==> config.mk <==
export PLATFORM = sky130hd
export DESIGN_NAME = ooc_ctrl
export DESIGN_NICKNAME = d
export VERILOG_FILES = /design/src/pkg/ooc_pkg.sv /design/src/hw/ooc_regs.sv /design/src/hw/ooc_timer.sv /design/src/hw/ooc_ctrl.sv
export SDC_FILE = /design/constraint.sdc
export NUM_CORES = 1
export LEC_CHECK = 0
export BUFFER_PORTS_ARGS = -buffer_cell sky130_fd_sc_hd__buf_4
export CORE_ASPECT_RATIO = 1.75
export CORE_MARGIN = 1
export CORE_UTILIZATION = 62
export DETAILED_ROUTE_END_ITERATION = 16
export HOLD_SLACK_MARGIN = 0.06
export PLACE_DENSITY_LB_ADDON = 0.3
export SLEW_MARGIN = 25
export SYNTH_ARGS = -nofsm -noshare
export SYNTH_HDL_FRONTEND = slang
export SYNTH_HIERARCHICAL = 1
export SYNTH_SLANG_ARGS = --single-unit
==> constraint.sdc <==
create_clock -name SYS_CLK -period 7.8 [get_ports SYS_CLK]
set_input_delay 1.56 -clock SYS_CLK [delete_from_list [all_inputs] [get_ports SYS_CLK]]
set_output_delay 1.56 -clock SYS_CLK [all_outputs]
set_load 0.02 [all_outputs]
==> src/pkg/ooc_pkg.sv <==
// Constants and types for the output on/off and margin control block.
// Assumes a byte-wide command/register port driven by the management bus front end.
package ooc_pkg;
  // Command codes
  localparam logic [7:0] OOC_CMD_RUN_MARGIN = 8'h01;
  localparam logic [7:0] OOC_CMD_START_GATE = 8'h02;
  localparam logic [7:0] OOC_CMD_CLR_FAULTS = 8'h03;
  localparam logic [7:0] OOC_CMD_RESTORE = 8'h12;
  // Run/margin control fields
  localparam int OOC_EN_HI = 7;
  localparam int OOC_EN_LO = 6;
  localparam int OOC_MG_HI = 5;
  localparam int OOC_MG_LO = 4;
  localparam int OOC_FH_HI = 3;
  localparam int OOC_FH_LO = 2;
  localparam logic [1:0] OOC_EN_IMM_OFF = 2'h0;
  localparam logic [1:0] OOC_EN_SOFT_OFF = 2'h1;
  localparam logic [1:0] OOC_EN_ON = 2'h2;
  localparam logic [1:0] OOC_MG_NOM = 2'h0;
  localparam logic [1:0] OOC_MG_LOW = 2'h1;
  localparam logic [1:0] OOC_MG_HIGH = 2'h2;
  localparam logic [1:0] OOC_FH_IGNORE = 2'h1;
  localparam logic [1:0] OOC_FH_ACT = 2'h2;
  // Start gating config bits
  localparam int OOC_CF_PWRUP = 4;
  localparam int OOC_CF_BUS = 3;
  localparam int OOC_CF_PIN = 2;
  localparam int OOC_CF_POL = 1;
  localparam int OOC_CF_DACT = 0;
  // Default store contents (reset values)
  localparam logic [7:0] OOC_RUN_DEFAULT = 8'h88;
  localparam logic [7:0] OOC_CFG_DEFAULT = 8'h1e;
  localparam logic [7:0] OOC_CFG_MASK = 8'h1f;
  localparam logic [7:0] OOC_RUN_MASK = 8'hfc;
  // Soft-off timing, in microseconds
  localparam int OOC_CLK_MHZ = 20;
  localparam int OOC_TOFF_DELAY_US = 2000;
  localparam int OOC_TOFF_FALL_US = 200000;
  localparam int OOC_TOFF_DELAY_CYC = OOC_TOFF_DELAY_US * OOC_CLK_MHZ;
  localparam int OOC_TOFF_FALL_CYC = OOC_TOFF_FALL_US * OOC_CLK_MHZ;
  typedef enum logic [1:0] {
    OOC_OFF = 2'b00,
    OOC_RUN = 2'b01,
    OOC_SOFT = 2'b11
  } ooc_state_t;
endpackage : ooc_pkg

==> src/hw/ooc_regs.sv <==
// Holds the two configuration bytes and decodes the action commands.
// Assumes one-cycle write strobes from the bus front end.
`timescale 1ns/1ps
`default_nettype none
module ooc_regs
  import ooc_pkg::*;
(
  input wire logic clk,
  input wire logic rst_n,
  input wire logic wr,
  input wire logic [7:0] cmd,
  input wire logic [7:0] wdata,
  output logic [7:0] run_q,
  output logic [7:0] cfg_q,
  output logic clr_pulse,
  output logic restore_pulse
);
  logic [7:0] run_d;
  logic [7:0] cfg_d;
  logic rs;
  logic clr_d;
  logic [1:0] en_w, mg_w, fh_w;

  always_comb begin
    en_w = wdata[OOC_EN_HI:OOC_EN_LO];
    mg_w = wdata[OOC_MG_HI:OOC_MG_LO];
    fh_w = wdata[OOC_FH_HI:OOC_FH_LO];
    rs = wr && (cmd == OOC_CMD_RESTORE);
    clr_d = wr && (cmd == OOC_CMD_CLR_FAULTS);
    run_d = run_q;
    cfg_d = cfg_q;
    if (rs) begin
      run_d = OOC_RUN_DEFAULT;
      cfg_d = OOC_CFG_DEFAULT;
    end else if (wr && cmd == OOC_CMD_RUN_MARGIN) begin
      // Reserved codes keep the field as it was
      if (en_w != 2'h3) run_d[OOC_EN_HI:OOC_EN_LO] = en_w;
      if (mg_w != 2'h3) run_d[OOC_MG_HI:OOC_MG_LO] = mg_w;
      if (fh_w == OOC_FH_ACT || fh_w == OOC_FH_IGNORE) begin
        run_d[OOC_FH_HI:OOC_FH_LO] = fh_w;
      end
    end else if (wr && cmd == OOC_CMD_START_GATE) begin
      cfg_d = wdata & OOC_CFG_MASK;
    end
  end

  always_ff @(posedge clk or negedge rst_n) begin
    if (!rst_n) begin
      run_q <= OOC_RUN_DEFAULT;
      cfg_q <= OOC_CFG_DEFAULT;
      clr_pulse <= 1'b0;
      restore_pulse <= 1'b0;
    end else begin
      run_q <= run_d;
      cfg_q <= cfg_d;
      clr_pulse <= clr_d;
      restore_pulse <= rs;
    end
  end
endmodule : ooc_regs
`default_nettype wire

==> src/hw/ooc_timer.sv <==
// Down counter timing the soft-off delay and fall phases.
// Assumes load has priority over counting.
`timescale 1ns/1ps
`default_nettype none
module ooc_timer #(
  parameter int WIDTH = 23
) (
  input wire logic clk,
  input wire logic rst_n,
  input wire logic load,
  input wire logic [WIDTH-1:0] value,
  input wire logic clear,
  output logic done
);
  logic [WIDTH-1:0] cnt_q, cnt_d;
  logic busy_q, busy_d, done_d;
  if (WIDTH < 2) begin : g_width_chk
    $error("ooc_timer WIDTH too small");
  end
  always_comb begin
    cnt_d = cnt_q;
    busy_d = busy_q;
    if (clear) begin
      busy_d = 1'b0;
      cnt_d = '0;
    end else if (load) begin
      cnt_d = value;
      busy_d = 1'b1;
    end else if (busy_q) begin
      if (cnt_q <= WIDTH'(1)) busy_d = 1'b0;
      else cnt_d = cnt_q - WIDTH'(1);
    end
    // Pulse only when the count runs out, not when cut short
    done_d = busy_q && !busy_d && !clear && !load;
  end
  always_ff @(posedge clk or negedge rst_n) begin
    if (!rst_n) begin
      cnt_q <= '0;
      busy_q <= 1'b0;
      done <= 1'b0;
    end else begin
      cnt_q <= cnt_d;
      busy_q <= busy_d;
      done <= done_d;
    end
  end
endmodule : ooc_timer
`default_nettype wire

==> src/hw/ooc_ctrl.sv <==
// Output on/off and margin control: run decision, soft/immediate off, margin select.
// Assumes the bus front end presents decoded command writes and an input power flag.
`timescale 1ns/1ps
`default_nettype none
// How it works
// - Enable 00 immediate off, 01 soft off
// - Enable 10 runs at selected margin
// - Margin selects nominal, low or high target
// - Fault field 10 acts, 01 ignores while margined
// - Power-up bit clear: start whenever powered
// - Power-up bit set: wait for pin/command
// - Bus bit clear ignores command on/off
// - Bus bit set needs command run
// - Pin mode bit requires control pin asserted
// - Polarity bit picks active low or high
// - Pin off: soft or immediate by bit
// - Clear-faults command pulses the FAULTS_CLEAR output
// - Restore command reloads default configuration
module ooc_ctrl
  import ooc_pkg::*;
#(
  parameter int DELAY_CYC = OOC_TOFF_DELAY_CYC,
  parameter int FALL_CYC = OOC_TOFF_FALL_CYC
) (
  // Clock and reset
  input wire logic SYS_CLK,
  input wire logic RESETN,
  // Command port
  input wire logic CMD_WR,
  input wire logic [7:0] CMD_CODE,
  input wire logic [7:0] CMD_DATA,
  output logic [7:0] RUN_MARGIN_RD,
  output logic [7:0] START_GATE_RD,
  // Inputs from the converter
  input wire logic POWER_PRESENT,
  input wire logic CONTROL_PIN,
  input wire logic OV_UV_EVENT,
  // Power stage control
  output logic OUTPUT_ON,
  output logic FAST_STOP,
  output logic SOFT_RAMP_DOWN,
  output logic [1:0] MARGIN_SEL,
  output logic FAULT_ACT,
  output logic FAULTS_CLEAR,
  output logic DEFAULTS_LOADED
);
  localparam int TW = 23;
  if (DELAY_CYC < 1 || FALL_CYC < 1
      || DELAY_CYC >= (1 << TW) || FALL_CYC >= (1 << TW)) begin : g_cnt_chk
    $error("ooc_ctrl soft-off counts out of range");
  end

  logic [7:0] run_q, cfg_q;
  logic clr_p, rst_p;
  logic tmr_load, tmr_clear, tmr_done;
  logic [TW-1:0] tmr_val;

  ooc_regs u_regs (
    .clk(SYS_CLK),
    .rst_n(RESETN),
    .wr(CMD_WR),
    .cmd(CMD_CODE),
    .wdata(CMD_DATA),
    .run_q(run_q),
    .cfg_q(cfg_q),
    .clr_pulse(clr_p),
    .restore_pulse(rst_p)
  );

  ooc_timer #(.WIDTH(TW)) u_tmr (
    .clk(SYS_CLK),
    .rst_n(RESETN),
    .load(tmr_load),
    .value(tmr_val),
    .clear(tmr_clear),
    .done(tmr_done)
  );

  logic [1:0] en_f, mg_f, fh_f;
  logic pin_on, bus_on, gated_on, run_req;
  logic bus_imm_off, pin_imm_off;
  ooc_state_t st_q, st_d;
  logic phase_q, phase_d;
  logic on_d, fast_d, soft_d, fact_d;
  logic [1:0] mg_d;

  always_comb begin
    en_f = run_q[OOC_EN_HI:OOC_EN_LO];
    mg_f = run_q[OOC_MG_HI:OOC_MG_LO];
    fh_f = run_q[OOC_FH_HI:OOC_FH_LO];
    // Polarity-corrected pin
    pin_on = cfg_q[OOC_CF_POL] ? CONTROL_PIN : !CONTROL_PIN;
    bus_on = (en_f == OOC_EN_ON);
    gated_on = (!cfg_q[OOC_CF_BUS] || bus_on)
            && (!cfg_q[OOC_CF_PIN] || pin_on);
    // Power-up bit clear: pin and command ignored
    run_req = POWER_PRESENT && (!cfg_q[OOC_CF_PWRUP] || gated_on);
    bus_imm_off = cfg_q[OOC_CF_PWRUP] && cfg_q[OOC_CF_BUS]
               && (en_f == OOC_EN_IMM_OFF);
    pin_imm_off = cfg_q[OOC_CF_PWRUP] && cfg_q[OOC_CF_PIN] && !pin_on
               && cfg_q[OOC_CF_DACT];
  end

  always_comb begin
    st_d = st_q;
    phase_d = phase_q;
    tmr_load = 1'b0;
    tmr_clear = 1'b0;
    tmr_val = TW'(DELAY_CYC);
    unique case (st_q)
      OOC_OFF: begin
        if (run_req) st_d = OOC_RUN;
      end
      OOC_RUN: begin
        if (!POWER_PRESENT || bus_imm_off || pin_imm_off) begin
          st_d = OOC_OFF;
        end else if (!run_req) begin
          st_d = OOC_SOFT;
          phase_d = 1'b0;
          tmr_load = 1'b1;
        end
      end
      OOC_SOFT: begin
        if (!POWER_PRESENT || bus_imm_off || pin_imm_off) begin
          st_d = OOC_OFF;
          tmr_clear = 1'b1;
        end else if (run_req) begin
          st_d = OOC_RUN;
          tmr_clear = 1'b1;
        end else if (tmr_done && !phase_q) begin
          phase_d = 1'b1;
          tmr_load = 1'b1;
          tmr_val = TW'(FALL_CYC);
        end else if (tmr_done) begin
          st_d = OOC_OFF;
        end
      end
      default: st_d = OOC_OFF;
    endcase
    on_d = (st_d != OOC_OFF);
    fast_d = (st_q != OOC_OFF) && (st_d == OOC_OFF) && (bus_imm_off || pin_imm_off);
    soft_d = (st_d == OOC_SOFT) && phase_d;
    mg_d = (st_d == OOC_RUN) ? mg_f : OOC_MG_NOM;
    // Not margined, or configured to act on over/undervoltage
    fact_d = (mg_f == OOC_MG_NOM) || (fh_f == OOC_FH_ACT);
  end

  always_ff @(posedge SYS_CLK or negedge RESETN) begin
    if (!RESETN) begin
      st_q <= OOC_OFF;
      phase_q <= 1'b0;
      OUTPUT_ON <= 1'b0;
      FAST_STOP <= 1'b0;
      SOFT_RAMP_DOWN <= 1'b0;
      MARGIN_SEL <= OOC_MG_NOM;
      FAULT_ACT <= 1'b1;
      FAULTS_CLEAR <= 1'b0;
      DEFAULTS_LOADED <= 1'b0;
      RUN_MARGIN_RD <= OOC_RUN_DEFAULT;
      START_GATE_RD <= OOC_CFG_DEFAULT;
    end else begin
      st_q <= st_d;
      phase_q <= phase_d;
      OUTPUT_ON <= on_d;
      FAST_STOP <= fast_d;
      SOFT_RAMP_DOWN <= soft_d;
      MARGIN_SEL <= mg_d;
      FAULT_ACT <= fact_d && !OV_UV_EVENT ? 1'b1 : fact_d;
      FAULTS_CLEAR <= clr_p;
      DEFAULTS_LOADED <= rst_p;
      RUN_MARGIN_RD <= run_q;
      START_GATE_RD <= cfg_q;
    end
  end

  // Phase age watches the soft-off timer from outside: a stuck timer would
  // hold the output on for ever, so the assertions below check each phase against its programmed length
  logic [TW-1:0] age_q, age_d;

  always_comb begin
    age_d = '0;
    if (st_q == OOC_SOFT && st_d == OOC_SOFT && phase_d == phase_q) begin
      age_d = age_q + TW'(1);
    end
  end

  always_ff @(posedge SYS_CLK or negedge RESETN) begin
    if (!RESETN) begin
      age_q <= '0;
    end else begin
      age_q <= age_d;
    end
  end

  // Command-level run with all gates on starts at the next edge
  AST_START: assert property (@(posedge SYS_CLK) disable iff (!RESETN)
    (st_q == OOC_OFF && run_req) |=> (st_q == OOC_RUN && OUTPUT_ON))
    else $error("output did not start");
  AST_IMM_BUS: assert property (@(posedge SYS_CLK) disable iff (!RESETN)
    (st_q == OOC_RUN && bus_imm_off) |=> (st_q == OOC_OFF && !OUTPUT_ON && FAST_STOP))
    else $error("immediate off not taken");
  AST_SOFT: assert property (@(posedge SYS_CLK) disable iff (!RESETN)
    (st_q == OOC_RUN && !run_req && !bus_imm_off && !pin_imm_off && POWER_PRESENT)
      |=> (st_q == OOC_SOFT && !phase_q))
    else $error("soft off not entered");
  AST_PWRUP: assert property (@(posedge SYS_CLK) disable iff (!RESETN)
    (!cfg_q[OOC_CF_PWRUP] && POWER_PRESENT && st_q == OOC_OFF) |=> st_q == OOC_RUN)
    else $error("always-on start missed");
  AST_BUS: assert property (@(posedge SYS_CLK) disable iff (!RESETN)
    (cfg_q[OOC_CF_PWRUP] && cfg_q[OOC_CF_BUS] && en_f != OOC_EN_ON && st_q == OOC_OFF)
      |=> st_q == OOC_OFF)
    else $error("started without bus run");
  AST_PIN: assert property (@(posedge SYS_CLK) disable iff (!RESETN)
    (cfg_q[OOC_CF_PWRUP] && cfg_q[OOC_CF_PIN] && !pin_on && st_q == OOC_OFF)
      |=> st_q == OOC_OFF)
    else $error("started without pin");
  AST_MARGIN: assert property (@(posedge SYS_CLK) disable iff (!RESETN)
    (st_q == OOC_RUN) |=> (st_q != OOC_RUN || MARGIN_SEL == $past(mg_f)))
    else $error("margin select wrong");
  AST_CLR: assert property (@(posedge SYS_CLK) disable iff (!RESETN)
    (CMD_WR && CMD_CODE == OOC_CMD_CLR_FAULTS) |=> ##1 FAULTS_CLEAR)
    else $error("clear faults missed");
  AST_RESTORE: assert property (@(posedge SYS_CLK) disable iff (!RESETN)
    (CMD_WR && CMD_CODE == OOC_CMD_RESTORE) |=> (run_q == OOC_RUN_DEFAULT
      && cfg_q == OOC_CFG_DEFAULT) ##1 DEFAULTS_LOADED)
    else $error("restore defaults missed");
  AST_RSVD: assert property (@(posedge SYS_CLK) disable iff (!RESETN)
    (CMD_WR && CMD_CODE == OOC_CMD_RUN_MARGIN && CMD_DATA[OOC_EN_HI:OOC_EN_LO] == 2'h3)
      |=> $stable(en_f))
    else $error("reserved enable code changed state");
  AST_RSVD_MG: assert property (@(posedge SYS_CLK) disable iff (!RESETN)
    (CMD_WR && CMD_CODE == OOC_CMD_RUN_MARGIN && CMD_DATA[OOC_MG_HI:OOC_MG_LO] == 2'h3)
      |=> $stable(mg_f))
    else $error("reserved margin code changed state");
  AST_RSVD_FH: assert property (@(posedge SYS_CLK) disable iff (!RESETN)
    (CMD_WR && CMD_CODE == OOC_CMD_RUN_MARGIN && CMD_DATA[OOC_FH_HI:OOC_FH_LO] != OOC_FH_ACT
      && CMD_DATA[OOC_FH_HI:OOC_FH_LO] != OOC_FH_IGNORE) |=> $stable(fh_f))
    else $error("reserved fault code changed state");
  AST_RUN_WR: assert property (@(posedge SYS_CLK) disable iff (!RESETN)
    (CMD_WR && CMD_CODE == OOC_CMD_RUN_MARGIN && CMD_DATA[OOC_EN_HI:OOC_EN_LO] == OOC_EN_ON)
      |=> en_f == OOC_EN_ON)
    else $error("run code not stored");
  AST_IMM_WR: assert property (@(posedge SYS_CLK) disable iff (!RESETN)
    (CMD_WR && CMD_CODE == OOC_CMD_RUN_MARGIN
      && CMD_DATA[OOC_EN_HI:OOC_EN_LO] == OOC_EN_IMM_OFF) |=> en_f == OOC_EN_IMM_OFF)
    else $error("immediate off code not stored");
  // Losing input power drops the output, with the fast-stop flag only when an immediate-off condition holds in the same cycle
  AST_PWR_LOSS: assert property (@(posedge SYS_CLK) disable iff (!RESETN)
    (st_q != OOC_OFF && !POWER_PRESENT) |=> (st_q == OOC_OFF && !OUTPUT_ON))
    else $error("output kept on without input power");
  AST_FAST_ONE: assert property (@(posedge SYS_CLK) disable iff (!RESETN)
    FAST_STOP |=> !FAST_STOP)
    else $error("fast stop longer than one cycle");
  AST_MG_IDLE: assert property (@(posedge SYS_CLK) disable iff (!RESETN)
    (st_q != OOC_RUN) |-> (MARGIN_SEL == OOC_MG_NOM))
    else $error("margin selected while not running");
  AST_FACT_IGN: assert property (@(posedge SYS_CLK) disable iff (!RESETN)
    (mg_f != OOC_MG_NOM && fh_f == OOC_FH_IGNORE) |=> !FAULT_ACT)
    else $error("faults acted on while told to ignore");
  AST_FACT_ACT: assert property (@(posedge SYS_CLK) disable iff (!RESETN)
    (mg_f == OOC_MG_NOM || fh_f == OOC_FH_ACT) |=> FAULT_ACT)
    else $error("faults ignored while told to act");
  AST_BUS_IGN: assert property (@(posedge SYS_CLK) disable iff (!RESETN)
    (cfg_q[OOC_CF_PWRUP] && !cfg_q[OOC_CF_BUS] && !cfg_q[OOC_CF_PIN] && POWER_PRESENT)
      |=> st_q == OOC_RUN)
    else $error("command on/off not ignored");
  AST_BUS_ON: assert property (@(posedge SYS_CLK) disable iff (!RESETN)
    (cfg_q[OOC_CF_PWRUP] && cfg_q[OOC_CF_BUS] && en_f == OOC_EN_ON && POWER_PRESENT
      && (!cfg_q[OOC_CF_PIN] || CONTROL_PIN == cfg_q[OOC_CF_POL])) |=> st_q == OOC_RUN)
    else $error("bus run did not start output");
  AST_POL: assert property (@(posedge SYS_CLK) disable iff (!RESETN)
    (cfg_q[OOC_CF_PWRUP] && !cfg_q[OOC_CF_BUS] && cfg_q[OOC_CF_PIN] && POWER_PRESENT
      && CONTROL_PIN == cfg_q[OOC_CF_POL]) |=> st_q == OOC_RUN)
    else $error("pin sense not honoured");
  AST_PIN_IMM: assert property (@(posedge SYS_CLK) disable iff (!RESETN)
    (st_q == OOC_RUN && cfg_q[OOC_CF_PWRUP] && cfg_q[OOC_CF_PIN] && cfg_q[OOC_CF_DACT]
      && CONTROL_PIN != cfg_q[OOC_CF_POL]) |=> (st_q == OOC_OFF && FAST_STOP))
    else $error("pin immediate off not taken");
  AST_SOFT_BACK: assert property (@(posedge SYS_CLK) disable iff (!RESETN)
    (st_q == OOC_SOFT && run_req) |=> st_q == OOC_RUN)
    else $error("run request during soft off ignored");
  AST_OFF_QUIET: assert property (@(posedge SYS_CLK) disable iff (!RESETN)
    (st_q == OOC_OFF) |-> (!OUTPUT_ON && !SOFT_RAMP_DOWN))
    else $error("output active while off");
  AST_RAMP_ON: assert property (@(posedge SYS_CLK) disable iff (!RESETN)
    SOFT_RAMP_DOWN |-> OUTPUT_ON)
    else $error("ramp shown with output off");
  // Each soft-off phase whose timer runs out ends exactly at its programmed length
  AST_DLY_END: assert property (@(posedge SYS_CLK) disable iff (!RESETN)
    (st_q == OOC_SOFT && !phase_q && tmr_done) |-> age_q == TW'(DELAY_CYC))
    else $error("turn-off delay length wrong");
  AST_FALL_END: assert property (@(posedge SYS_CLK) disable iff (!RESETN)
    (st_q == OOC_SOFT && phase_q && tmr_done) |-> age_q == TW'(FALL_CYC))
    else $error("fall time length wrong");
  AST_DLY_MAX: assert property (@(posedge SYS_CLK) disable iff (!RESETN)
    (st_q == OOC_SOFT && !phase_q) |-> age_q <= TW'(DELAY_CYC))
    else $error("turn-off delay overran");
  AST_FALL_MAX: assert property (@(posedge SYS_CLK) disable iff (!RESETN)
    (st_q == OOC_SOFT && phase_q) |-> age_q <= TW'(FALL_CYC))
    else $error("fall time overran");
endmodule : ooc_ctrl
`default_nettype wire

-- After elaboration in Yosys (flattened, before gate mapping)
Index checks and enable logic that the tools add are counted.
- output and inout port bits: 24
- latch bits: 0
- memories kept: 0
- logic and storage cells: 139
- bits in read-only memories: 0
- bits in writable memories: 0
- register bits after elaboration: 66
- divide/modulo/power cells: 0
- shifts and indexed selects: 0
- bitwise operators: 0
- mux-type cells: 46
- magnitude comparators: 1
- add/sub/neg operators: 1
- equal/unequal tests: 16
- reductions and logical operators: 55
- multiply operators: 0
- operators with widths (operator ; count):
    2-to-1 mux 23 bit ; 4
    2-to-1 mux 22 bit ; 4
    2-to-1 mux 8 bit ; 3
    less-or-equal comparator 23 x 1 -> 1 bit, second input constant ; 1
    subtractor 23 x 1 -> 23 bit, second input constant ; 1
    2-to-1 mux 2 bit ; 11
    logical AND 1 bit ; 19
    2-to-1 mux 1 bit ; 19
    == test 8 x 2 -> 1 bit, second input constant ; 2
    nonzero test 2 bit ; 7
    2-to-1 mux 6 bit ; 2
    logical NOT 1 bit ; 11
    == test 2 bit, second input constant ; 5
    AND reduction 2 bit ; 5
    == test 8 x 1 -> 1 bit, second input constant ; 1
    == test 8 x 5 -> 1 bit, second input constant ; 1
    logical NOT 2 bit ; 4
    logical OR 1 bit ; 8
    == test 2 x 1 -> 1 bit, second input constant ; 3
    case mux 2 bit (3 select lines) ; 1
    inequality test 2 bit, second input constant ; 2
    case mux 1 bit (2 select lines) ; 2
    inequality test 3 x 1 -> 1 bit, second input constant ; 1
    nonzero test 3 bit ; 1
    inequality test 2 x 1 -> 1 bit, second input constant ; 1

-- Logic depth before layout (Yosys ltp)
Gate-level depths: netlist of run 1.
- word-level depth: 15
- depth in mapped cells: 9
- gate-level depth less buffers: 9

-- By module
Netlist of run 1, hierarchy kept.
- by module, submodules not included (module ; instances ; cells each ; area an instance (µm²)):
    ooc_timer ; 1 ; 178 ; 1630.3
    ooc_ctrl ; 1 ; 71 ; 944.7
    ooc_regs ; 1 ; 67 ; 724.4

-- Worst setup path after synthesis of run 1
OpenSTA, ideal clock, no wires.
- path type: in2reg
- start point: input CONTROL_PIN
- end point: register u_tmr.cnt_q[21]
- cell stages on the path: 7
- setup time: 148 ps
- data required time: 7652 ps
- path slack: 4221 ps
- data arrival time: 3430 ps
- cells stage by stage: xnor2_1 > o221a_2 > nor2_1 > nor2_1 > dlygate4sd3_1 > clkbuf_1 > o221ai_1
- word-level cells in the longest chain between the ends: 11
- ends and longest elaborated chain (element ; RTL line ; RTL):
    from (decl) ; ooc_ctrl.sv:36 ; input wire logic CONTROL_PIN,
    logical NOT 1 bit ; ooc_ctrl.sv:92 ; pin_on = cfg_q[OOC_CF_POL] ? CONTROL_PIN : !CONTROL_PIN;
    2-to-1 mux 1 bit * ; ooc_ctrl.sv:92 ;
    logical OR 1 bit ; ooc_ctrl.sv:95 ; && (!cfg_q[OOC_CF_PIN] || pin_on);
    logical AND 1 bit ; ooc_ctrl.sv:95 ;
    logical OR 1 bit ; ooc_ctrl.sv:97 ; run_req = POWER_PRESENT && (!cfg_q[OOC_CF_PWRUP] || gated_on);
    logical AND 1 bit ; ooc_ctrl.sv:97 ;
    2-to-1 mux 1 bit ; ooc_ctrl.sv:127 ; end else if (run_req) begin
    2-to-1 mux 1 bit * ; ooc_ctrl.sv:124 ; if (!POWER_PRESENT || bus_imm_off || pin_imm_off) begin
    2-to-1 mux 1 bit * ; ooc_ctrl.sv:110 ; unique case (st_q)
    net tmr_clear ; ooc_ctrl.sv:55 ; logic tmr_load, tmr_clear, tmr_done;
    inequality test 3 x 1 -> 1 bit (no source line) or nonzero test 3 bit (tied branches) ; - ;
    AND reduction 2 bit (no source line) ; - ;
    to (signal assigned) ; ooc_timer.sv:42 ; cnt_q <= cnt_d;
    to (decl) ; ooc_timer.sv:15 ; logic [WIDTH-1:0] cnt_q, cnt_d;
The timed path passes the listed nets; every way through them passes the cells marked *.
A chain may end at the register's enable or synchronous reset.

-- Final worst setup path of run 1
- start point: input CONTROL_PIN
- end point: register u_tmr.cnt_q[4]
- word-level cells in the longest chain between the ends: 11
- ends and longest elaborated chain (element ; RTL line):
    logical NOT 1 bit ; ooc_ctrl.sv:92
    2-to-1 mux 1 bit * ; ooc_ctrl.sv:92
    logical OR 1 bit ; ooc_ctrl.sv:95
    logical AND 1 bit ; ooc_ctrl.sv:95
    logical OR 1 bit ; ooc_ctrl.sv:97
    logical AND 1 bit ; ooc_ctrl.sv:97
    2-to-1 mux 1 bit (on tied branches) ; ooc_ctrl.sv:127, ooc_ctrl.sv:117
    2-to-1 mux 1 bit (on tied branches) ; ooc_ctrl.sv:124, ooc_ctrl.sv:115
    case mux 1 bit (2 select lines) * ; ooc_ctrl.sv:110
    net tmr_load ; ooc_ctrl.sv:55
    inequality test 3 x 1 -> 1 bit (no source line) (tied with other cells) ; -
    AND reduction 2 bit (no source line) or 2-to-1 mux 23 bit (tied branches) ; -
Marked as above.

==> results of run 1 <==
## state kept, by name (all words and copies together), names as in the netlist
| signal | cells |
|---|---|
| OUTPUT_ON | 1 |
| FAULTS_CLEAR | 1 |
| SOFT_RAMP_DOWN | 1 |
| u_tmr/cnt_q | 23 |
| u_regs/run_q | 6 |
| phase_q | 1 |
| u_regs/restore_pulse | 1 |
| FAULT_ACT | 1 |
| u_tmr/busy_q | 1 |
| RUN_MARGIN_RD | 8 |
| START_GATE_RD | 8 |
| u_regs/cfg_q | 5 |
| MARGIN_SEL | 2 |
| FAST_STOP | 1 |
| u_regs/clr_pulse | 1 |
| u_tmr/done | 1 |
| st_q | 2 |
| DEFAULTS_LOADED | 1 |
## worst paths after layout
| kind | cells after the start | to | slack (ns) | from |
|---|---|---|---|---|
| setup / recovery | 9 | u_tmr/cnt_q[4] | 3.68 | CONTROL_PIN |
| hold / removal | 0 | FAULTS_CLEAR | 0.35 | u_regs/clr_pulse |
| setup reg to reg | 8 | u_tmr/cnt_q[4] | 4.52 | u_regs/cfg_q[4] |
| hold reg to reg | 0 | FAULTS_CLEAR | 0.35 | u_regs/clr_pulse |
| max in group asynchronous | 1 | OUTPUT_ON | 5.98 | RESETN |
| min in group asynchronous | 1 | u_tmr/cnt_q[10] | 1.29 | RESETN |
## routing by layer
metal	global-route usage, %	routed length [µm]	vias up
li1	-	-	1299
met1	31.64	2672	1358
met2	54.84	4422	122
met3	6.562	466	39
met4	19.32	388	0
met5	0	0	-
## report_power, final
part	internal [mW]	total, mW	switching [mW]
logic	0.179	0.439	0.260
clock network	0.150	0.286	0.136
registers	0.403	0.481	0.0779
total	0.732	1.21	0.474
## logic make-up after synthesis
kind of cell	after synthesis	share of synthesized area, %
flip-flops	65	49.79
buffers and inverters	33	4.740
AO/OA/AOI/OAI	85	19.26
AND/OR/NAND/NOR	123	23.66
other	3	0.3413
XOR/XNOR	3	0.7965
multiplexers	2	0.6447
adder cells (fa/ha/maj)	2	0.7583
## placed cells by master (no fill, tap or decap), drive strengths merged, types with 3 or more instances in the layout
| cell type | netlist | routed |
|---|---|---|
| nor2b | 4 | 4 |
| nand4 | 3 | 3 |
| or3 | 12 | 12 |
| o22ai | 3 | 3 |
| o211ai | 3 | 3 |
| a311oi | 10 | 10 |
| buf | 11 | 46 |
| nor2 | 24 | 24 |
| a211oi | 5 | 5 |
| inv | 15 | 17 |
| o21ai | 8 | 8 |
| clkbuf | 5 | 9 |
| nor3 | 12 | 12 |
| nand3 | 9 | 9 |
| and3 | 4 | 4 |
| o311ai | 3 | 3 |
| o31ai | 8 | 8 |
| a21oi | 15 | 15 |
| or4 | 9 | 9 |
| a31oi | 6 | 6 |
| dfstp | 13 | 13 |
| nand2b | 3 | 3 |
| nor4 | 10 | 10 |
| dfrtp | 52 | 52 |
| o221a | 3 | 3 |
| conb | 3 | 18 |
| nand2 | 20 | 20 |
| clkinv | 1 | 4 |
| or2 | 3 | 3 |
## critical path, stage by stage
cell       delay [ns]
buf_4            0.11
xnor2_1          0.38
o2111ai_1        0.19
a21o_1           0.26
a21oi_1          0.14
buf_4            0.29
clkinv_1         0.65
and4_1           0.45
a2111oi_1        0.31
## final cells by class
| cell class | instances | area (µm²) | area share [%] |
|---|---|---|---|
| Tap cell | 54 | 67.56 | 1.744 |
| Clock buffer | 9 | 123.9 | 3.198 |
| Multi-Input combinational cell | 233 | 1556 | 40.18 |
| Sequential cell | 65 | 1643 | 42.41 |
| Timing Repair Buffer | 46 | 345.3 | 8.915 |
| Inverter | 16 | 60.06 | 1.550 |
| Clock inverter | 7 | 77.57 | 2.003 |
## stage by stage
step,area [µm²],cells,power [mW],worst slack (ns),util [%]
after floorplan,3356,331,0.7988,4.221,-
after global placement,3672,414,0.8974,3.535,72.54
after detailed placement,3672,414,0.9115,3.438,72.54
after CTS,3874,430,1.202,3.735,76.52
after global routing,3874,430,1.277,3.488,76.52
final,3874,430,1.206,3.679,76.52
==> flow_summary.ini, run 1 <==
[yosys]
synth_cells = 316
synthArstFlopShare_pct = 100.0
synth-edff-count = 0
synth_area_mm2 = 0.003299
synth-seq-area-share_pct = 49.79
yosys-top-cells-area = dfrtp_1 39%, dfstp_2 10%, nor2_1 2.7%
synth_cell_types = 69
synth_ff_type = dfrtp_1
synthTopCellsByCount = 52 x dfrtp_1, 24 x nor2_1, 18 x nand2_1, 15 x a21oi_1, 15 x inv_1
ys_ff_latch = 65
synth_area_per_cell_um2 = 10.44
yosysMostFrequentCell = dfrtp_1
ys_warn_count = 6
synth_top_area_share_pct = 39.44
synth_top_cell_by_area = dfrtp_1

[timing]
grt_setup_unrepaired = false
max_freq_mhz = 242.7
setup-tns-final_ns = 0
skew_ns = 0.009684
holdWs_ns = 0.3462
report.final.hold_viol_count = 0
max_slew.worst_pin.slew_ns = 0.9029
relSlewSlack_pct = 39.34
min_period_over_period_pct = 52.83
fin_crit_ns = 4.121
setup_violations = 0
drv_slew = 0

[die]
start_util_pct = 65.18
num_rows = 34
die_x_um = 57.15
coreArea_mm2 = 0.005062
ios = 46
fp.dieH_um = 98.50
design.die.area_mm2 = 0.005629

[cts]
tritoncts = done
cts_buffers = 9
cts_hold_buf = 0
htree_levels = 3
root_buffer = clkbuf_8
post_cts_buffers = 0
clock_sinks = 65
clkLatencyLatePin_ns = 0.34
ctsResizeCount = 0
cts_max_path_buffers = 2
clkTransAtPathRegs_ns = 0.08

[critical_path]
crit_type = primary input to flop
critPathLaunchType = primary input
worstPathRequired_ns = 8.03
arrival_ns = 4.35
path_max_fanout = 28
worstSetupEndpointType = flop

[route]
ant_nets = 0
vias_per_cell = 6.553
vias = 2818
drc_errors = 0
drt_iter0_drc = 254
dr.pass1.iters = 4
wire_per_inst_um = 18.49
routed_wl_mm = 7.950

[power]
vdd_drop_max_mv = 0.1931
p_leak_nw = 1.676
powerDensity_mw_per_mm2 = 311.4

[hold_path]
hold_path_class = flop to flop

[grt]
track_usage_pct = 30.71
grt_pass1_wl_mm = 13.11
globalRoute.totalOverflow = 0
grt_max_degree = 66
antenna_found_initial = 0
grt_pass1_vias = 2788

[run_status]
status = complete, no violations

[cells_and_area]
layout-drive-gt1-share_pct = 26.06
area_delta_synth_final_pct = 17.41
n_antenna_cell = 0
finalNetCount = 395
fill_cells = 321

[placed_design]
place.detailed.hpwl_mm = 5.339
port_buffers = 44
place.gp.congestion = 0.8625

[job]
max_cap_violations = 0
No activity file was read; power rests on OpenSTA's default activity.
==> run 2: changes to the inputs <==
--- a/config.mk
+++ b/config.mk
@@ -5,10 +5,11 @@
 export SDC_FILE = /design/constraint.sdc
 export NUM_CORES = 1
 export LEC_CHECK = 0
+export ABC_AREA = 1
 export BUFFER_PORTS_ARGS = -buffer_cell sky130_fd_sc_hd__buf_4
 export CORE_ASPECT_RATIO = 1.75
 export CORE_MARGIN = 1
-export CORE_UTILIZATION = 62
+export CORE_UTILIZATION = 58
 export DETAILED_ROUTE_END_ITERATION = 16
 export HOLD_SLACK_MARGIN = 0.06
 export PLACE_DENSITY_LB_ADDON = 0.3
==> constraint.sdc (replaced) <==
create_clock -name SYS_CLK -period 3.8 [get_ports SYS_CLK]
set_input_delay 0.76 -clock SYS_CLK [delete_from_list [all_inputs] [get_ports SYS_CLK]]
set_output_delay 0.76 -clock SYS_CLK [all_outputs]
set_load 0.02 [all_outputs]
==> flow_summary.ini, run 2 <==
[cells_and_area]
finalNetCount = 573
final_cells = 632
layout_common_cells = 185 x nand2_1, 60 x nor2_1, 52 x dfrtp_1
n_antenna_cell = 0
area_delta_synth_final_pct = 16.63
final_common_cell = nand2_1
largest_register_ffs = 23
largestRegisters = u_tmr/cnt_q (23), RUN_MARGIN_RD (8), START_GATE_RD (8)
regMostFlops = u_tmr/cnt_q
layout-drive-gt1-share_pct = 20.76

[cts]
cts_buffers = 9
clkTransAtPathRegs_ns = 0.08
htree_levels = 3
root_buffer = clkbuf_8
ctsResizeCount = 0
clkLatencyLatePin_ns = 0.34
cts_hold_buf = 0
cts_max_path_buffers = 2
tritoncts = done
clock_sinks = 65
post_cts_buffers = 0

[route]
drt_iter0_drc = 208
dr.pass1.iters = 4
ant_nets = 0
vias = 3237
wire_per_inst_um = 12.49
drc_errors = 0
routed_wl_mm = 7.894
vias_per_cell = 5.122

[power]
powerDensity_mw_per_mm2 = 589.3
p_clk_share_pct = 23.6
p_switching_mw = 1.044
intPower_mw = 1.454
p_leak_nw = 2.325
power_frac_comb_pct = 37.1
power_mw = 2.498
vdd_drop_max_mv = 0.3673
switching_share_pct = 41.79
seq_power_share_pct = 39.3

[placed_design]
port_buffers = 44
dp.cells = 616
place.detailed.hpwl_mm = 5.780
place.gp.congestion = 0.9852
place_ws_ns = 1.121

[hold_path]
hp-start = u_regs/clr_pulse
min_path_cells = 0
whs_endpoint = FAULTS_CLEAR
hold_path_class = flop to flop

[yosys]
yosys-top-cells-area = dfrtp_1 36%, nand2_1 19%, dfstp_2 9.4%
synth_top_cell_by_area = dfrtp_1
synth_ff_type = dfrtp_1
synth_area_per_cell_um2 = 7.388
synthTopCellsByCount = 185 x nand2_1, 60 x nor2_1, 52 x dfrtp_1, 45 x inv_1, 26 x nand3_1
synth-seq-area-share_pct = 45.20
synth_cell_types = 36
ys_warn_count = 6
synthArstFlopShare_pct = 100.0
synth_area_mm2 = 0.003635
yosysMostFrequentCell = nand2_1
synth_cells = 492
synth_top_area_share_pct = 35.80
ys_ff_latch = 65
synth-edff-count = 0

[timing]
max_freq_mhz = 415.0
setup-tns-final_ns = 0
holdWs_ns = 0.3484
drv_slew = 0
fin_crit_ns = 2.409
grt_setup_unrepaired = false
max_slew.worst_pin.slew_ns = 0.7919
min_period_over_period_pct = 63.41
skew_ns = 0.007652
relSlewSlack_pct = 47.21
fin_ws_ns = 1.391
setup_violations = 0
report.final.hold_viol_count = 0

[grt]
globalRoute.totalOverflow = 0
grt_pass1_wl_mm = 13.36
track_usage_pct = 27.51
grt_max_degree = 66
grt_pass1_vias = 3249
antenna_found_initial = 0

[critical_path]
path_buf_inv = 3
r2r_cells = 12
worstSetupEndpointType = flop
rr_endpoint = u_tmr/cnt_q[9]
path_max_fanout = 24
crit_family = compound AO/OA/AOI/OAI gates
slowest_stage = dfstp_2
arrival_ns = 2.69
reg2reg_slack_ns = 1.39
crit_chain = nand2_1, inv_2, o21ai_1, nand3_2, clkinv_2, nor2_4, nand3_2, o21ai_2, inv_2, a21oi_4, nand2_1, nand2_1
worstPathRequired_ns = 4.08
crit_type = flop to flop
critPathLaunchType = flop
slowest_delay_ns = 0.57
r2r-start = u_regs/cfg_q[4]
crit_top_cell = nand2_1

[die]
coreArea_mm2 = 0.005972
design.die.area_mm2 = 0.006600
num_rows = 37
fp.dieH_um = 106.7
start_util_pct = 60.86
die_x_um = 61.84
ios = 46

[run_status]
status = complete, no violations

[job]
max_cap_violations = 0
## run 2: cell count changes after synthesis, sizes merged, moves of 10 or more
cell,previous run,this run
nor2,24,74
nand3,9,35
nand2,20,193
inv,15,49
or3,12,0
a311oi,10,0
nor4,10,0
## run 2: per-layer routing
metal	share of wire (%)	up-vias	routed length (µm)	track usage, %
met3	4.4	20	347	6.634
met4	2.7	0	217	13.49
met5	0	-	0	0
li1	-	1624	-	-
met1	36	1510	2810	26.66
met2	57	83	4518	50.61
## run 2: final cells by class
type	count	area (µm²)
inverters	50	188.9
fillers	470	1733
clock buffers	9	123.9
repair buffers	46	345.3
well taps	78	97.59
multi-input cells	377	1762
flip-flops and latches	65	1643
clock inverters	7	78.83
## run 2: worst max-delay path by stage
| stage | start | endpoint | slack, ns | cells after the start |
|---|---|---|---|---|
| after floorplan | CONTROL_PIN | u_tmr/cnt_q[0] | 1.43 | 12 |
| after global placement | CONTROL_PIN | u_tmr/cnt_q[16] | 1.18 | 12 |
| after detailed placement | CONTROL_PIN | u_tmr/cnt_q[9] | 1.12 | 12 |
| after CTS | u_regs/cfg_q[4] | u_tmr/cnt_q[9] | 1.40 | 12 |
| after global routing | u_regs/cfg_q[4] | u_tmr/cnt_q[7] | 1.24 | 12 |
| final | u_regs/cfg_q[4] | u_tmr/cnt_q[9] | 1.39 | 12 |
## run 2: power by group through the flow
stage | clock network [mW] | logic (mW) | registers, mW
2_1_floorplan | 0 | 0.736 | 0.965
3_3_place_gp | 0 | 0.891 | 0.982
3_5_place_dp | 0 | 0.926 | 0.987
4_1_cts | 0.603 | 0.930 | 0.976
5_1_grt | 0.628 | 1.07 | 0.999
6_report | 0.590 | 0.927 | 0.980
## run 2: cell families (layout without fill, tap and decap cells)
logic type	after synthesis	count (layout)	share of synthesized area, %
flip-flops	65	65	45.20
buffers and inverters	65	112	7.986
adder cells (fa/ha/maj)	2	2	0.6884
XOR/XNOR	3	3	0.7230
AND/OR/NAND/NOR	314	314	38.69
other	3	18	0.3098
AO/OA/AOI/OAI	40	40	6.403
## run 2: through the flow
step	util, %	instance area, µm²
4_1_cts	70.98	4239
2_1_floorplan	-	3691
3_3_place_gp	67.59	4036
6_report	70.98	4239
5_1_grt	70.98	4239
3_5_place_dp	67.59	4036
==> run 3: changes to the inputs <==
--- a/config.mk
+++ b/config.mk
@@ -5,11 +5,11 @@
 export SDC_FILE = /design/constraint.sdc
 export NUM_CORES = 1
 export LEC_CHECK = 0
-export ABC_AREA = 1
+export ABC_AREA = 0
 export BUFFER_PORTS_ARGS = -buffer_cell sky130_fd_sc_hd__buf_4
 export CORE_ASPECT_RATIO = 1.75
 export CORE_MARGIN = 1
-export CORE_UTILIZATION = 58
+export CORE_UTILIZATION = 57
 export DETAILED_ROUTE_END_ITERATION = 16
 export HOLD_SLACK_MARGIN = 0.06
 export PLACE_DENSITY_LB_ADDON = 0.3
==> constraint.sdc (replaced) <==
create_clock -name SYS_CLK -period 2.3 [get_ports SYS_CLK]
set_input_delay 0.46 -clock SYS_CLK [delete_from_list [all_inputs] [get_ports SYS_CLK]]
set_output_delay 0.46 -clock SYS_CLK [all_outputs]
set_load 0.02 [all_outputs]
==> flow_summary.ini, run 3 (same netlist as run 1, synthesis figures left out) <==
[run_status]
status = complete, no violations

[cells_and_area]
area_delta_synth_final_pct = 32.50
finalNetCount = 439
largestRegisters = u_tmr/cnt_q (23), RUN_MARGIN_RD (8), START_GATE_RD (8)
layout_common_cells = 88 x buf_4, 52 x dfrtp_1, 21 x nor2_1
final_common_cell = buf_4
layout-drive-gt1-share_pct = 37.38
n_antenna_cell = 0
final_cells = 496
final_util_pct = 78.27
regMostFlops = u_tmr/cnt_q
largest_register_ffs = 23

[timing]
grt_setup_unrepaired = true
setup-tns-final_ns = 0
relSlewSlack_pct = 47.51
setup_violations = 0
fin_crit_ns = 2.228
report.final.hold_viol_count = 0
max_freq_mhz = 448.8
max_slew.worst_pin.slew_ns = 0.7874
min_period_over_period_pct = 96.88
drv_slew = 0
skew_ns = 0.009431

[critical_path]
crit_chain = nand2_2, or3_1, a21o_1, buf_4, or3_4, a21oi_2, o22ai_1
path_max_fanout = 6
crit_type = flop to flop
crit_start = u_regs/cfg_q[4]
critPathLaunchType = flop
endpoint = u_tmr/cnt_q[10]
r2r_cells = 7
worstSetupEndpointType = flop
worstPathRequired_ns = 2.50
slowest_delay_ns = 0.60
slowest_stage = dfstp_2
reg2reg_slack_ns = 0.07
r2r-start = u_regs/cfg_q[4]
rr_endpoint = u_tmr/cnt_q[10]
arrival_ns = 2.43

[cts]
cts_hold_buf = 0
clkTransAtPathRegs_ns = 0.07
clock_sinks = 65
htree_levels = 3
root_buffer = clkbuf_8
cts_buffers = 9
cts_max_path_buffers = 2
clkLatencyLatePin_ns = 0.35
tritoncts = done

[grt]
grt_pass1_wl_mm = 13.94
antenna_found_initial = 0
grt_max_degree = 66
grt_pass1_vias = 3022
globalRoute.totalOverflow = 0
track_usage_pct = 31.26

[route]
drt_iter0_drc = 217
ant_nets = 0
drc_errors = 0
dr.pass1.iters = 4
vias = 3017
wire_per_inst_um = 17.30
routed_wl_mm = 8.582
vias_per_cell = 6.083

[placed_design]
dp.cells = 476
place.detailed.hpwl_mm = 5.921
port_buffers = 44
place.gp.congestion = 0.8841

[hold_path]
hold_path_class = primary input to async pin

[power]
p_leak_nw = 1.933
vdd_drop_max_mv = 0.6070
power_mw = 4.843
powerDensity_mw_per_mm2 = 1108

[die]
ios = 46
coreArea_mm2 = 0.005585
start_util_pct = 59.07
design.die.area_mm2 = 0.006108
fp.dieH_um = 102.6
num_rows = 36
die_x_um = 59.51

[job]
max_cap_violations = 0
## run 3: changes by cell type in the layout (fill, tap and decap cells not counted), sizes merged, moves of 8 or more
| cell | delta |
|---|---|
| nor2 | -50 |
| a311oi | +10 |
| inv | -35 |
| o31ai | +8 |
| buf | +44 |
| o21ai | -9 |
| nor3 | +8 |
| nor4 | +10 |
| or4 | +9 |
| or3 | +12 |
| nand2 | -173 |
| nand3 | -26 |
## run 3: power by group
| group | internal, mW | leakage [nW] | switching (mW) |
|---|---|---|---|
| registers | 1.37 | 0.829 | 0.240 |
| clock network | 0.726 | 0.117 | 0.463 |
| logic | 0.979 | 0.987 | 1.07 |
| total | 3.07 | 1.93 | 1.77 |
## run 3: how the worst min path moves through the flow
stage | depth (start not counted) | start | end | slack, ns
floorplan | 0 | RESETN | DEFAULTS_LOADED | 0.16
global route | 1 | RESETN | RUN_MARGIN_RD[2] | 0.25
detailed placement | 0 | u_regs/clr_pulse | FAULTS_CLEAR | 0.34
CTS | 1 | RESETN | u_tmr/cnt_q[4] | 0.21
global placement | 0 | u_regs/restore_pulse | DEFAULTS_LOADED | 0.33
finish | 1 | RESETN | u_tmr/cnt_q[13] | 0.19
## run 3: what timing repair did
item / 4_1_cts / 5_1_grt
gates resized for setup: 3 / 16
cloned: 0 / 0
setup buffers: 2 / 2
setup endpoints to repair: 6 / 17
pin swaps: 0 / 2
## run 3: layer usage
layer	global-route usage, %	part of all wire, %	vias to the layer above
li1	-	-	1385
met1	32.38	35	1494
met2	54.88	56	100
met3	7.152	3.8	38
met4	20.57	4.8	0
met5	0	0	-
## run 3: area by class of cell
class	count	area, µm²
clock buffers	10	127.6
clock inverters	6	115.1
fillers	388	1214
inverters	16	61.31
multi-input cells	233	1647
flip-flops and latches	65	1643
well taps	76	95.09
repair buffers	90	683.2
## run 3: worst max-delay path: cells and delay by family (launching register included)
kind                   cells  cell delay (ns)
AOI/OAI and AO/OA          3             0.45
buffers and inverters      1             0.16
DFF                        1             0.60
and+or+nand+nor            3             0.87
## run 3: through the flow
| step | cell area, µm² | hold WS [ns] | worst slack (ns) |
|---|---|---|---|
| after CTS | 4270 | 0.2136 | 0.03268 |
| after global placement | 4001 | 0.3340 | -0.001173 |
| after floorplan | 3358 | 0.1644 | 0.04248 |
| after detailed placement | 4001 | 0.3370 | -0.09574 |
| final | 4372 | 0.1904 | 0.07175 |
| after global routing | 4372 | 0.2491 | -0.04641 |
